==> config.mk <==
export PLATFORM = sky130hd
export DESIGN_NAME = olds_ctrl
export DESIGN_NICKNAME = d
export VERILOG_FILES = /design/src/shared/olds_pkg.sv /design/src/olds_ctrl.sv
export SDC_FILE = /design/constraint.sdc
export NUM_CORES = 1
export LEC_CHECK = 0
export ABC_AREA = 1
export BUFFER_PORTS_ARGS = -buffer_cell sky130_fd_sc_hd__buf_2
export CAP_MARGIN = 20
export CORE_ASPECT_RATIO = 1.75
export CORE_UTILIZATION = 28
export DETAILED_ROUTE_END_ITERATION = 6
export PLACE_DENSITY_LB_ADDON = 0.1
export SYNTH_ARGS = -nofsm -noshare
export SYNTH_HDL_FRONTEND = slang
export SYNTH_SLANG_ARGS = --single-unit
==> constraint.sdc <==
create_clock -name i_ref_clk -period 2.3 [get_ports i_ref_clk]
set_clock_uncertainty 0.15 [all_clocks]
set_input_delay 0.46 -clock i_ref_clk [delete_from_list [all_inputs] [get_ports i_ref_clk]]
set_output_delay 0.46 -clock i_ref_clk [all_outputs]
set_load 0.02 [all_outputs]
==> src/shared/olds_pkg.sv <==
// Summary of operation
// - off-state open-load check runs through every off period, for either sense ratio
// - off comparator above threshold sets the channel's open_load_off_fault bit
// - fault pin returns high when off fault goes; latched bit stays until read
// - off_openload_disable set to 1 suppresses off-state open-load detection
// - on-state undercurrent drives fault pin low, sets open_load_on_fault, channel stays on
// - high ratio: fault pin goes high once on-state cause is gone, low ratio: at the next fault-free check; latched bit remains set
// - high ratio: read when off clears on fault; when on, only if cause gone
// - low ratio on-state check is periodic and needs fast slew rate
// - internal PWM low ratio: check at first turn-off 150 ms after last; full duty too
// - direct input low ratio: check at every turn-off, none at full duty
// - low ratio: on fault clears only on read after a fault-free check event
// - sense_select chooses channel 0, channel 1 or temperature on the sense output
// - during an overcurrent window sensing is off and sense_valid_strobe is high
// - hold_mode_select resets to 0; 0 synchronous, 1 track-and-hold
// - synchronous: strobe low from settled until switch-off; no current after turn-off
// - track-and-hold: sample at switch-off, keep reporting it, strobe high
// - changing the sensed channel discards the held value; an off channel gives none
// - sense_ratio_select picks high or low ratio; low ratio lowers overcurrent thresholds
// - offset_sign_select (bit 8 of retry register) sets offset polarity; 1 positive
`default_nettype none
package olds_pkg;
    // register byte offsets
    localparam logic [7:0] GEN_CFG_OFS   = 8'h00;
    localparam logic [7:0] OC_CFG_OFS    = 8'h04;
    localparam logic [7:0] CH0_CFG_OFS   = 8'h08;
    localparam logic [7:0] CH1_CFG_OFS   = 8'h0C;
    localparam logic [7:0] CH0_RETRY_OFS = 8'h10;
    localparam logic [7:0] CH1_RETRY_OFS = 8'h14;
    localparam logic [7:0] FAULT_OFS     = 8'h18;
    // field positions
    localparam int SENSE_SEL_LSB    = 0;
    localparam int HOLD_MODE_BIT    = 2;
    localparam int RATIO_SEL_BIT    = 0;
    localparam int OFF_OL_DIS_BIT   = 0;
    localparam int ON_OL_DIS_BIT    = 1;
    localparam int DIR_IN_DIS_BIT   = 5;
    localparam int OFFSET_SIGN_BIT  = 8;
    localparam int FAULT_RT_LSB     = 8;
    // reset values
    localparam logic [2:0] GEN_CFG_RST   = 3'h0;
    localparam logic       OC_CFG_RST    = 1'b0;
    localparam logic [2:0] CH_CFG_RST    = 3'h0;
    localparam logic       RETRY_RST     = 1'b0;
    // sense source codes
    localparam logic [1:0] SENSE_NONE = 2'h0;
    localparam logic [1:0] SENSE_CH0  = 2'h1;
    localparam logic [1:0] SENSE_CH1  = 2'h2;
    localparam logic [1:0] SENSE_TEMP = 2'h3;
    // timing
    localparam int CLK_MHZ            = 200;
    localparam int LOW_CHECK_PERIOD_MS = 150;
    localparam int LOW_CHECK_CYCLES   = LOW_CHECK_PERIOD_MS * 1000 * CLK_MHZ;

    // per-channel analog comparator flags
    typedef struct packed {
        logic off_above;   // output above off-state open-load threshold
        logic on_below;    // load current below on-state threshold
        logic settled;     // sense output settled after turn-on
    } olds_cmp_t;

    // per-channel configuration bits
    typedef struct packed {
        logic direct_input_disable;
        logic on_openload_disable;
        logic off_openload_disable;
    } olds_chcfg_t;
endpackage
`default_nettype wire

==> src/olds_ctrl.sv <==
// Chosen here: the AHB-Lite register port and the address map.
`default_nettype none
module olds_ctrl #(
    parameter int unsigned P_CHECK_CYCLES = olds_pkg::LOW_CHECK_CYCLES
) (
    input  wire logic                    i_ref_clk,
    input  wire logic                    i_resetn,
    input  wire logic                    i_ce,
    // ahb-lite slave
    input  wire logic                    i_hsel,
    input  wire logic [31:0]             i_haddr,
    input  wire logic [1:0]              i_htrans,
    input  wire logic                    i_hwrite,
    input  wire logic [2:0]              i_hsize,
    input  wire logic [31:0]             i_hwdata,
    input  wire logic                    i_hready,
    output logic                         o_hreadyout,
    output logic                         o_hresp,
    output logic [31:0]                  o_hrdata,
    // channel control from the switch logic
    input  wire logic [1:0]              i_chan_on,
    input  wire logic [1:0]              i_direct_mode,
    input  wire logic [1:0]              i_fast_slew,
    input  wire logic [1:0]              i_oc_window,
    input  wire olds_pkg::olds_cmp_t [1:0] i_cmp,
    // outputs
    output logic                         o_fault_status_pin_n,
    output logic                         o_sense_valid_strobe,
    output logic [1:0]                   o_sense_source,
    output logic                         o_sense_enable,
    output logic                         o_sense_hold,
    output logic                         o_sample_pulse,
    output logic                         o_low_ratio,
    output logic [1:0]                   o_offset_positive
);
    import olds_pkg::*;

    localparam int TW = 26;

    // refuse periods the timer cannot hold
    if (P_CHECK_CYCLES < 2 || P_CHECK_CYCLES > (1 << TW) - 1) begin : g_bad_period
        $error("P_CHECK_CYCLES out of range");
    end

    // configuration registers
    logic [1:0]  sense_select_r;
    logic        hold_mode_select_r;
    logic        sense_ratio_select_r;
    olds_chcfg_t chcfg_r [2];
    logic [1:0]  offset_sign_select_r;

    // bus phase capture
    logic        wr_pend_r;
    logic        rd_fault_r;
    logic [7:0]  wr_addr_r;
    logic        addr_ok;

    // synchronisers for comparator pins
    logic [5:0]  s1_r, s2_r, s3_r, filt_r;
    olds_cmp_t   cmp_f [2];

    // fault state
    logic [1:0]  off_fault_r;
    logic [1:0]  on_fault_r;
    logic [1:0]  low_rt_r;
    logic [1:0]  ok_seen_r;
    logic [1:0]  off_rt, high_rt, on_rt;
    logic [1:0]  chan_on_q_r;
    logic [1:0]  toff_edge;
    logic [1:0]  check_evt;
    logic [1:0]  stayed_on_r;
    logic [TW-1:0] timer_r [2];
    logic [1:0]  expired;
    logic        fault_rd;

    // sense state
    logic        held_valid_r;
    logic [1:0]  sel_q_r;
    logic        sel_is_ch;
    logic        sel_idx;

    // non-idle, word-sized, aligned transfer; narrower accesses are ignored
    function automatic logic is_word_access(input logic [1:0] tr, input logic [2:0] sz,
                                            input logic [1:0] lo);
        return tr[1] && sz == 3'h2 && lo == 2'h0;
    endfunction

    // slave always ready, always OKAY
    assign o_hreadyout = 1'b1;
    assign o_hresp     = 1'b0;
    assign addr_ok     = i_hsel && i_hready &&
                         is_word_access(i_htrans, i_hsize, i_haddr[1:0]);

    // address phase capture; fault read clears one cycle later
    always_ff @(posedge i_ref_clk or negedge i_resetn) begin
        if (!i_resetn) begin
            wr_pend_r  <= 1'b0;
            rd_fault_r <= 1'b0;
            wr_addr_r  <= 8'h00;
        end else if (i_ce) begin
            wr_pend_r  <= addr_ok && i_hwrite;
            rd_fault_r <= addr_ok && !i_hwrite && i_haddr[31:0] == {24'h0, FAULT_OFS};
            wr_addr_r  <= i_haddr[7:0];
        end
    end
    // the clear lands in the data phase, after hrdata has been captured
    assign fault_rd = rd_fault_r && i_ce;

    // read data registered at the address phase
    always_ff @(posedge i_ref_clk or negedge i_resetn) begin
        if (!i_resetn) begin
            o_hrdata <= 32'h0;
        end else if (i_ce) begin
            o_hrdata <= 32'h0;
            if (addr_ok && !i_hwrite && i_haddr[31:8] == 24'h0) begin
                unique case (i_haddr[7:0])
                    GEN_CFG_OFS:   o_hrdata <= {29'h0, hold_mode_select_r, sense_select_r};
                    OC_CFG_OFS:    o_hrdata <= {31'h0, sense_ratio_select_r};
                    CH0_CFG_OFS:   o_hrdata <= {26'h0, chcfg_r[0].direct_input_disable, 3'h0,
                                                chcfg_r[0].on_openload_disable,
                                                chcfg_r[0].off_openload_disable};
                    CH1_CFG_OFS:   o_hrdata <= {26'h0, chcfg_r[1].direct_input_disable, 3'h0,
                                                chcfg_r[1].on_openload_disable,
                                                chcfg_r[1].off_openload_disable};
                    CH0_RETRY_OFS: o_hrdata <= {23'h0, offset_sign_select_r[0], 8'h0};
                    CH1_RETRY_OFS: o_hrdata <= {23'h0, offset_sign_select_r[1], 8'h0};
                    FAULT_OFS:     o_hrdata <= {20'h0, on_rt[1], off_rt[1], on_rt[0],
                                                off_rt[0], 4'h0, on_fault_r[1], off_fault_r[1],
                                                on_fault_r[0], off_fault_r[0]};
                    default:       o_hrdata <= 32'h0;
                endcase
            end
        end
    end

    // register writes in the data phase
    always_ff @(posedge i_ref_clk or negedge i_resetn) begin
        if (!i_resetn) begin
            sense_select_r       <= GEN_CFG_RST[1:0];
            hold_mode_select_r   <= GEN_CFG_RST[HOLD_MODE_BIT];
            sense_ratio_select_r <= OC_CFG_RST;
            chcfg_r[0]           <= CH_CFG_RST;
            chcfg_r[1]           <= CH_CFG_RST;
            offset_sign_select_r <= {2{RETRY_RST}};
        end else if (i_ce && wr_pend_r) begin
            unique case (wr_addr_r)
                GEN_CFG_OFS: begin
                    sense_select_r     <= i_hwdata[SENSE_SEL_LSB +: 2];
                    hold_mode_select_r <= i_hwdata[HOLD_MODE_BIT];
                end
                OC_CFG_OFS:    sense_ratio_select_r <= i_hwdata[RATIO_SEL_BIT];
                CH0_CFG_OFS:   chcfg_r[0] <= {i_hwdata[DIR_IN_DIS_BIT],
                                              i_hwdata[ON_OL_DIS_BIT], i_hwdata[OFF_OL_DIS_BIT]};
                CH1_CFG_OFS:   chcfg_r[1] <= {i_hwdata[DIR_IN_DIS_BIT],
                                              i_hwdata[ON_OL_DIS_BIT], i_hwdata[OFF_OL_DIS_BIT]};
                CH0_RETRY_OFS: offset_sign_select_r[0] <= i_hwdata[OFFSET_SIGN_BIT];
                CH1_RETRY_OFS: offset_sign_select_r[1] <= i_hwdata[OFFSET_SIGN_BIT];
                default: ;
            endcase
        end
    end

    // three-stage pin sync; change taken when stages two and three agree
    // stage one feeds stage two only, as its value may still be settling
    always_ff @(posedge i_ref_clk or negedge i_resetn) begin
        if (!i_resetn) begin
            s1_r   <= 6'h0;
            s2_r   <= 6'h0;
            s3_r   <= 6'h0;
            filt_r <= 6'h0;
        end else if (i_ce) begin
            s1_r   <= {i_cmp[1], i_cmp[0]};
            s2_r   <= s1_r;
            s3_r   <= s2_r;
            filt_r <= (s2_r & ~(s2_r ^ s3_r)) | (filt_r & (s2_r ^ s3_r));
        end
    end
    assign cmp_f[0] = filt_r[2:0];
    assign cmp_f[1] = filt_r[5:3];

    // real-time fault terms and check events per channel
    always_comb begin
        for (int c = 0; c < 2; c++) begin
            toff_edge[c] = chan_on_q_r[c] && !i_chan_on[c];
            // timer saturates, so an idle channel cannot wrap into an early check
            expired[c]   = timer_r[c] >= TW'(P_CHECK_CYCLES - 1);
            // off check in every off period, either ratio
            off_rt[c]    = !i_chan_on[c] && !chcfg_r[c].off_openload_disable
                           && cmp_f[c].off_above;
            high_rt[c]   = !sense_ratio_select_r && i_chan_on[c] &&
                           !chcfg_r[c].on_openload_disable && cmp_f[c].on_below;
            on_rt[c]     = high_rt[c] || (sense_ratio_select_r && low_rt_r[c]);
            // low ratio: periodic check, fast slew only
            if (!sense_ratio_select_r || !i_fast_slew[c] ||
                chcfg_r[c].on_openload_disable) begin
                check_evt[c] = 1'b0;
            end else if (i_direct_mode[c] && !chcfg_r[c].direct_input_disable) begin
                check_evt[c] = toff_edge[c];
            end else begin
                // full duty: no turn-off since the last check, on for two cycles
                check_evt[c] = expired[c] && (toff_edge[c] ||
                               (stayed_on_r[c] && chan_on_q_r[c] && i_chan_on[c]));
            end
        end
    end

    // check timer and full-duty tracking
    always_ff @(posedge i_ref_clk or negedge i_resetn) begin
        if (!i_resetn) begin
            chan_on_q_r <= 2'h0;
            stayed_on_r <= 2'h0;
            timer_r[0]  <= '0;
            timer_r[1]  <= '0;
        end else if (i_ce) begin
            chan_on_q_r <= i_chan_on;
            for (int c = 0; c < 2; c++) begin
                if (check_evt[c]) begin
                    timer_r[c]     <= '0;
                    stayed_on_r[c] <= 1'b1; // a new period starts unbroken
                end else begin
                    if (!expired[c])
                        timer_r[c] <= timer_r[c] + TW'(1);
                    // only a real turn-off breaks it; trade-off: after a long off
                    // time the first check may come two cycles after turn-on
                    if (toff_edge[c])
                        stayed_on_r[c] <= 1'b0; // a turn-off breaks full duty
                end
            end
        end
    end

    // latched fault bits; a set in the clearing cycle wins
    always_ff @(posedge i_ref_clk or negedge i_resetn) begin
        if (!i_resetn) begin
            off_fault_r <= 2'h0;
            on_fault_r  <= 2'h0;
            low_rt_r    <= 2'h0;
            ok_seen_r   <= 2'h0;
        end else if (i_ce) begin
            for (int c = 0; c < 2; c++) begin
                if (off_rt[c])
                    off_fault_r[c] <= 1'b1;
                else if (fault_rd)
                    off_fault_r[c] <= 1'b0;
                // low ratio: the event result stands until the next event
                if (check_evt[c]) begin
                    low_rt_r[c]  <= cmp_f[c].on_below;
                    ok_seen_r[c] <= !cmp_f[c].on_below;
                end else if (fault_rd || !sense_ratio_select_r) begin
                    ok_seen_r[c] <= 1'b0;
                end
                if (!sense_ratio_select_r)
                    low_rt_r[c] <= 1'b0;
                if (high_rt[c] || (check_evt[c] && cmp_f[c].on_below))
                    on_fault_r[c] <= 1'b1;
                else if (fault_rd && !sense_ratio_select_r &&
                         (!i_chan_on[c] || !cmp_f[c].on_below))
                    on_fault_r[c] <= 1'b0;
                else if (fault_rd && sense_ratio_select_r && ok_seen_r[c])
                    on_fault_r[c] <= 1'b0;
            end
        end
    end

    // fault pin follows real-time causes only
    assign o_fault_status_pin_n = ~|(off_rt | on_rt);

    // sense routing
    assign sel_is_ch     = sense_select_r == SENSE_CH0 || sense_select_r == SENSE_CH1;
    assign sel_idx       = sense_select_r == SENSE_CH1;
    assign o_sense_source = sense_select_r;
    assign o_low_ratio   = sense_ratio_select_r;
    assign o_offset_positive = offset_sign_select_r;

    // track-and-hold capture; channel change drops the held value
    // the sample pulse marks the edge at which the held value was taken
    always_ff @(posedge i_ref_clk or negedge i_resetn) begin
        if (!i_resetn) begin
            held_valid_r   <= 1'b0;
            sel_q_r        <= SENSE_NONE;
            o_sample_pulse <= 1'b0;
        end else if (i_ce) begin
            sel_q_r        <= sense_select_r;
            o_sample_pulse <= 1'b0;
            if (sense_select_r != sel_q_r || !hold_mode_select_r || !sel_is_ch) begin
                held_valid_r <= 1'b0;
            end else if (toff_edge[sel_idx] && !i_oc_window[sel_idx]) begin
                held_valid_r   <= 1'b1;
                o_sample_pulse <= 1'b1;
            end else if (i_chan_on[sel_idx]) begin
                held_valid_r <= 1'b0; // tracking again
            end
        end
    end

    // sense enable and valid strobe
    always_comb begin
        o_sense_enable       = 1'b0;
        o_sense_hold         = 1'b0;
        o_sense_valid_strobe = 1'b1;
        if (sense_select_r == SENSE_TEMP) begin
            o_sense_enable = 1'b1;
        end else if (sel_is_ch && !i_oc_window[sel_idx]) begin
            if (i_chan_on[sel_idx] && cmp_f[sel_idx].settled) begin
                o_sense_enable       = 1'b1;
                o_sense_valid_strobe = 1'b0;
            end else if (hold_mode_select_r && held_valid_r && !i_chan_on[sel_idx]) begin
                o_sense_enable = 1'b1;
                o_sense_hold   = 1'b1;
            end
        end
    end
endmodule
`default_nettype wire

==> metrics.txt <==
fin nets=1198; RSZ-0062 raised after global routing=yes; final hold vios=0; DPL Wire Length=14900 µm; Via-to-Cell Ratio=4.50; non-filler instance count after layout=1430; Root Buffer=clkbuf_16; Ant. Diodes=0; Tightest Pin Transition=0.563 ns; IO Count=133; relative slew slack=0.621; final setup vio count=3; share of power burned in registers=0.419; number of global-route vias before repair=6499; Syn Std Cell Area=7120 µm²; clk slew on worst S/H paths=0.06 ns; Worst Path Arrival=1.83 ns; switching pwr=1790 µW; Die Area=26100 µm²; Rows=76; # port buffers=79; Post-synth EDFFs=0; Wirelength per Cell=14.1 µm; Tmin final=2.44 ns; Detailed Route Iter0 Violations=149; Seq/Total Area, Yosys=0.432; CTS max path bufs=2; Synth cell types=46; Critical Path Source Type=flop; hold_ws=0.0595 ns; core area=24800 µm²; dpl cells=1386; Storage cell area=3080 µm²; crit path kind=flop to primary output; Switching Share=0.295; die span in y=213 µm; filler cell count=2736; Multi-input gate area=3360 µm²; global-route usage over all layers=0.167; YS warnings=0; First-pass DRT Iterations=4; placer congestion estimate=0.790; PwrDens=693 nW/µm²; Tcrit/Tclk final=1.06; crit path capture type=primary output; Yosys reg bits=123; Clock power frac=0.449; clk_lat worst skew=0.44 ns; total CTS buffers=17; share of cells above drive strength 1=0.182; Lkg Pwr=0.00465 µW; CP Data Required Time=1.69 ns; DRC=0; Sink Count=123; Worst VDD drop=0.351 mV; Die W=123 µm; MaxCap Viol Count=0; grt total ovfl=0; post-route setup TNS=-0.324 ns; commonest cells after routing, fill and taps aside=295 x nand2_1, 126 x inv_1, 122 x dfrtp_1; ys flop type=dfrtp_1; Pint=4280 µW; CTS H-tree depth=4; outcome=finished with violations; Mapped Avg Cell Area=7.22 µm²; combinational fraction of design power=0.132; starting density of the core=0.287; failing checks=setup timing; initial antenna violation count=0; final setup margin=-0.143 ns; CTS tree=yes; Final ANT Viol Nets=0; Post-synth ARST share=1.00; Crit Path Max Fanout=7; first-pass GRT wire length=32600 µm; area delta synth->final=23.1%; Post-Syn Instances=986; Max Clk Rate=409 MHz; largest net degree at the start of global routing=46; Slew Limit Fails=0; WL final=20100 µm; worst min path class=input pin to flop; via count=6433; commonest non-fill, non-tap cell in the layout=nand2_1
==> flip-flops by register name, summed over array words and instances, names as in the netlist, 6 cells and up, named ones only <==
signal and count:
s1_r 6, wr_addr_r 8, o_hrdata 9, timer_r 52, s3_r 6, chcfg_r 6, s2_r 6
==> final timing paths <==
path / from / end / slack (ns) / cells after the start
min in group asynchronous: i_resetn / wr_addr_r[4]$_DFFE_PN0P_ / 0.33 / 2
worst max-delay path: o_sense_source[0]$_DFFE_PN0P_ / o_sense_enable / -0.14 / 9
worst min-delay path: i_cmp[0] / s1_r[0]$_DFFE_PN0P_ / 0.06 / 3
worst max register to register: timer_r[0]$_DFFE_PN0P_ / timer_r[24]$_DFFE_PN0P_ / 0.17 / 13
worst min register to register: timer_r[25]$_DFFE_PN0P_ / timer_r[25]$_DFFE_PN0P_ / 0.32 / 2
max in group asynchronous: i_resetn / timer_r[32]$_DFFE_PN0P_ / 1.06 / 3
==> per-stage QoR <==
stage,power (µW),setup slack (ns),util,instance area [µm²]
floorplan,3100,0.0799,-,7200
global placement,3380,0.0346,0.321,7980
detailed placement,3390,0.0329,0.321,7980
CTS,6160,-0.144,0.349,8670
global route,6370,-0.227,0.353,8760
finish,6070,-0.143,0.353,8760
==> critical path: stages (launching register included) <==
cell and delay [ns]:
dfrtp_1 0.39, inv_2 0.08, ha_4 0.17, nand2_1 0.06, o21ai_1 0.07, inv_1 0.09
nor4_4 0.25, nor2_1 0.07, nand2_1 0.09, buf_6 0.12
==> logic make-up after synthesis <==
kind of cell	Yosys count	synth area share
AND/OR/NAND/NOR	583	0.361
buffers and inverters	180	0.117
flip-flops	123	0.432
multiplexers	1	0.00158
other	2	0.00106
AO/OA/AOI/OAI	82	0.0670
adder cells (fa/ha/maj)	4	0.00703
XOR/XNOR	11	0.0135
==> layout make-up <==
type	instances	share of cell area
Timing Repair inverter	1	0.00129
Sequential cell	123	0.352
Tap cell	312	0.0446
Inverter	133	0.0578
Multi-Input combinational cell	706	0.383
Timing Repair Buffer	123	0.0941
Clock buffer	19	0.0506
Clock inverter	13	0.0167
==> metal layers <==
layer | wire length (µm) | part of all wire | global-route usage | vias up
met3 | 587 | 0.029 | 0.0304 | 25
met1 | 8020 | 0.40 | 0.174 | 2969
met4 | 481 | 0.024 | 0.0803 | 0
met5 | 0 | 0 | 0 | -
li1 | - | - | - | 3311
met2 | 11000 | 0.55 | 0.313 | 128
==> power by group through the flow <==
stage / clock (µW) / combinational, µW / sequential (µW)
after global routing: 2860 / 927 / 2580
after detailed placement: 0 / 805 / 2580
after CTS: 2790 / 813 / 2550
after global placement: 0 / 795 / 2580
final: 2720 / 800 / 2550
after floorplan: 0 / 571 / 2530
==> Yosys cell counts (3+ instances only) <==
cell / count / share of area
nand4_1: 29 / 0.025
ha_1: 4 / 0.0070
o21ai_0: 45 / 0.032
buf_2: 4 / 0.0028
nor2_4: 4 / 0.0063
dfrtp_1: 123 / 0.43
inv_2: 3 / 0.0016
xnor2_1: 5 / 0.0062
inv_1: 128 / 0.067
o21bai_1: 4 / 0.0042
nand3_1: 77 / 0.054
nand3_2: 7 / 0.0098
buf_4: 27 / 0.028
nor4_1: 5 / 0.0044
a22o_1: 4 / 0.0049
o22ai_1: 3 / 0.0026
nor3_1: 17 / 0.012
nand2_1: 295 / 0.16
nor2_2: 9 / 0.0079
xor2_1: 6 / 0.0074
nor2_1: 123 / 0.065
a31oi_1: 4 / 0.0035
buf_6: 6 / 0.0095
nand2_2: 5 / 0.0044
clkbuf_1: 9 / 0.0047
a21oi_1: 8 / 0.0056
o211ai_1: 7 / 0.0074
==> what timing repair did <==
action	4_1_cts	5_1_grt
endpoints found under the setup margin	4	26
hold buffers	1	0
setup buffers	6	4
resized for setup	16	10
hold endpoints to repair	34	0
pin swaps	3	3
gates cloned	0	1
(Power assumes the default switching activity.)
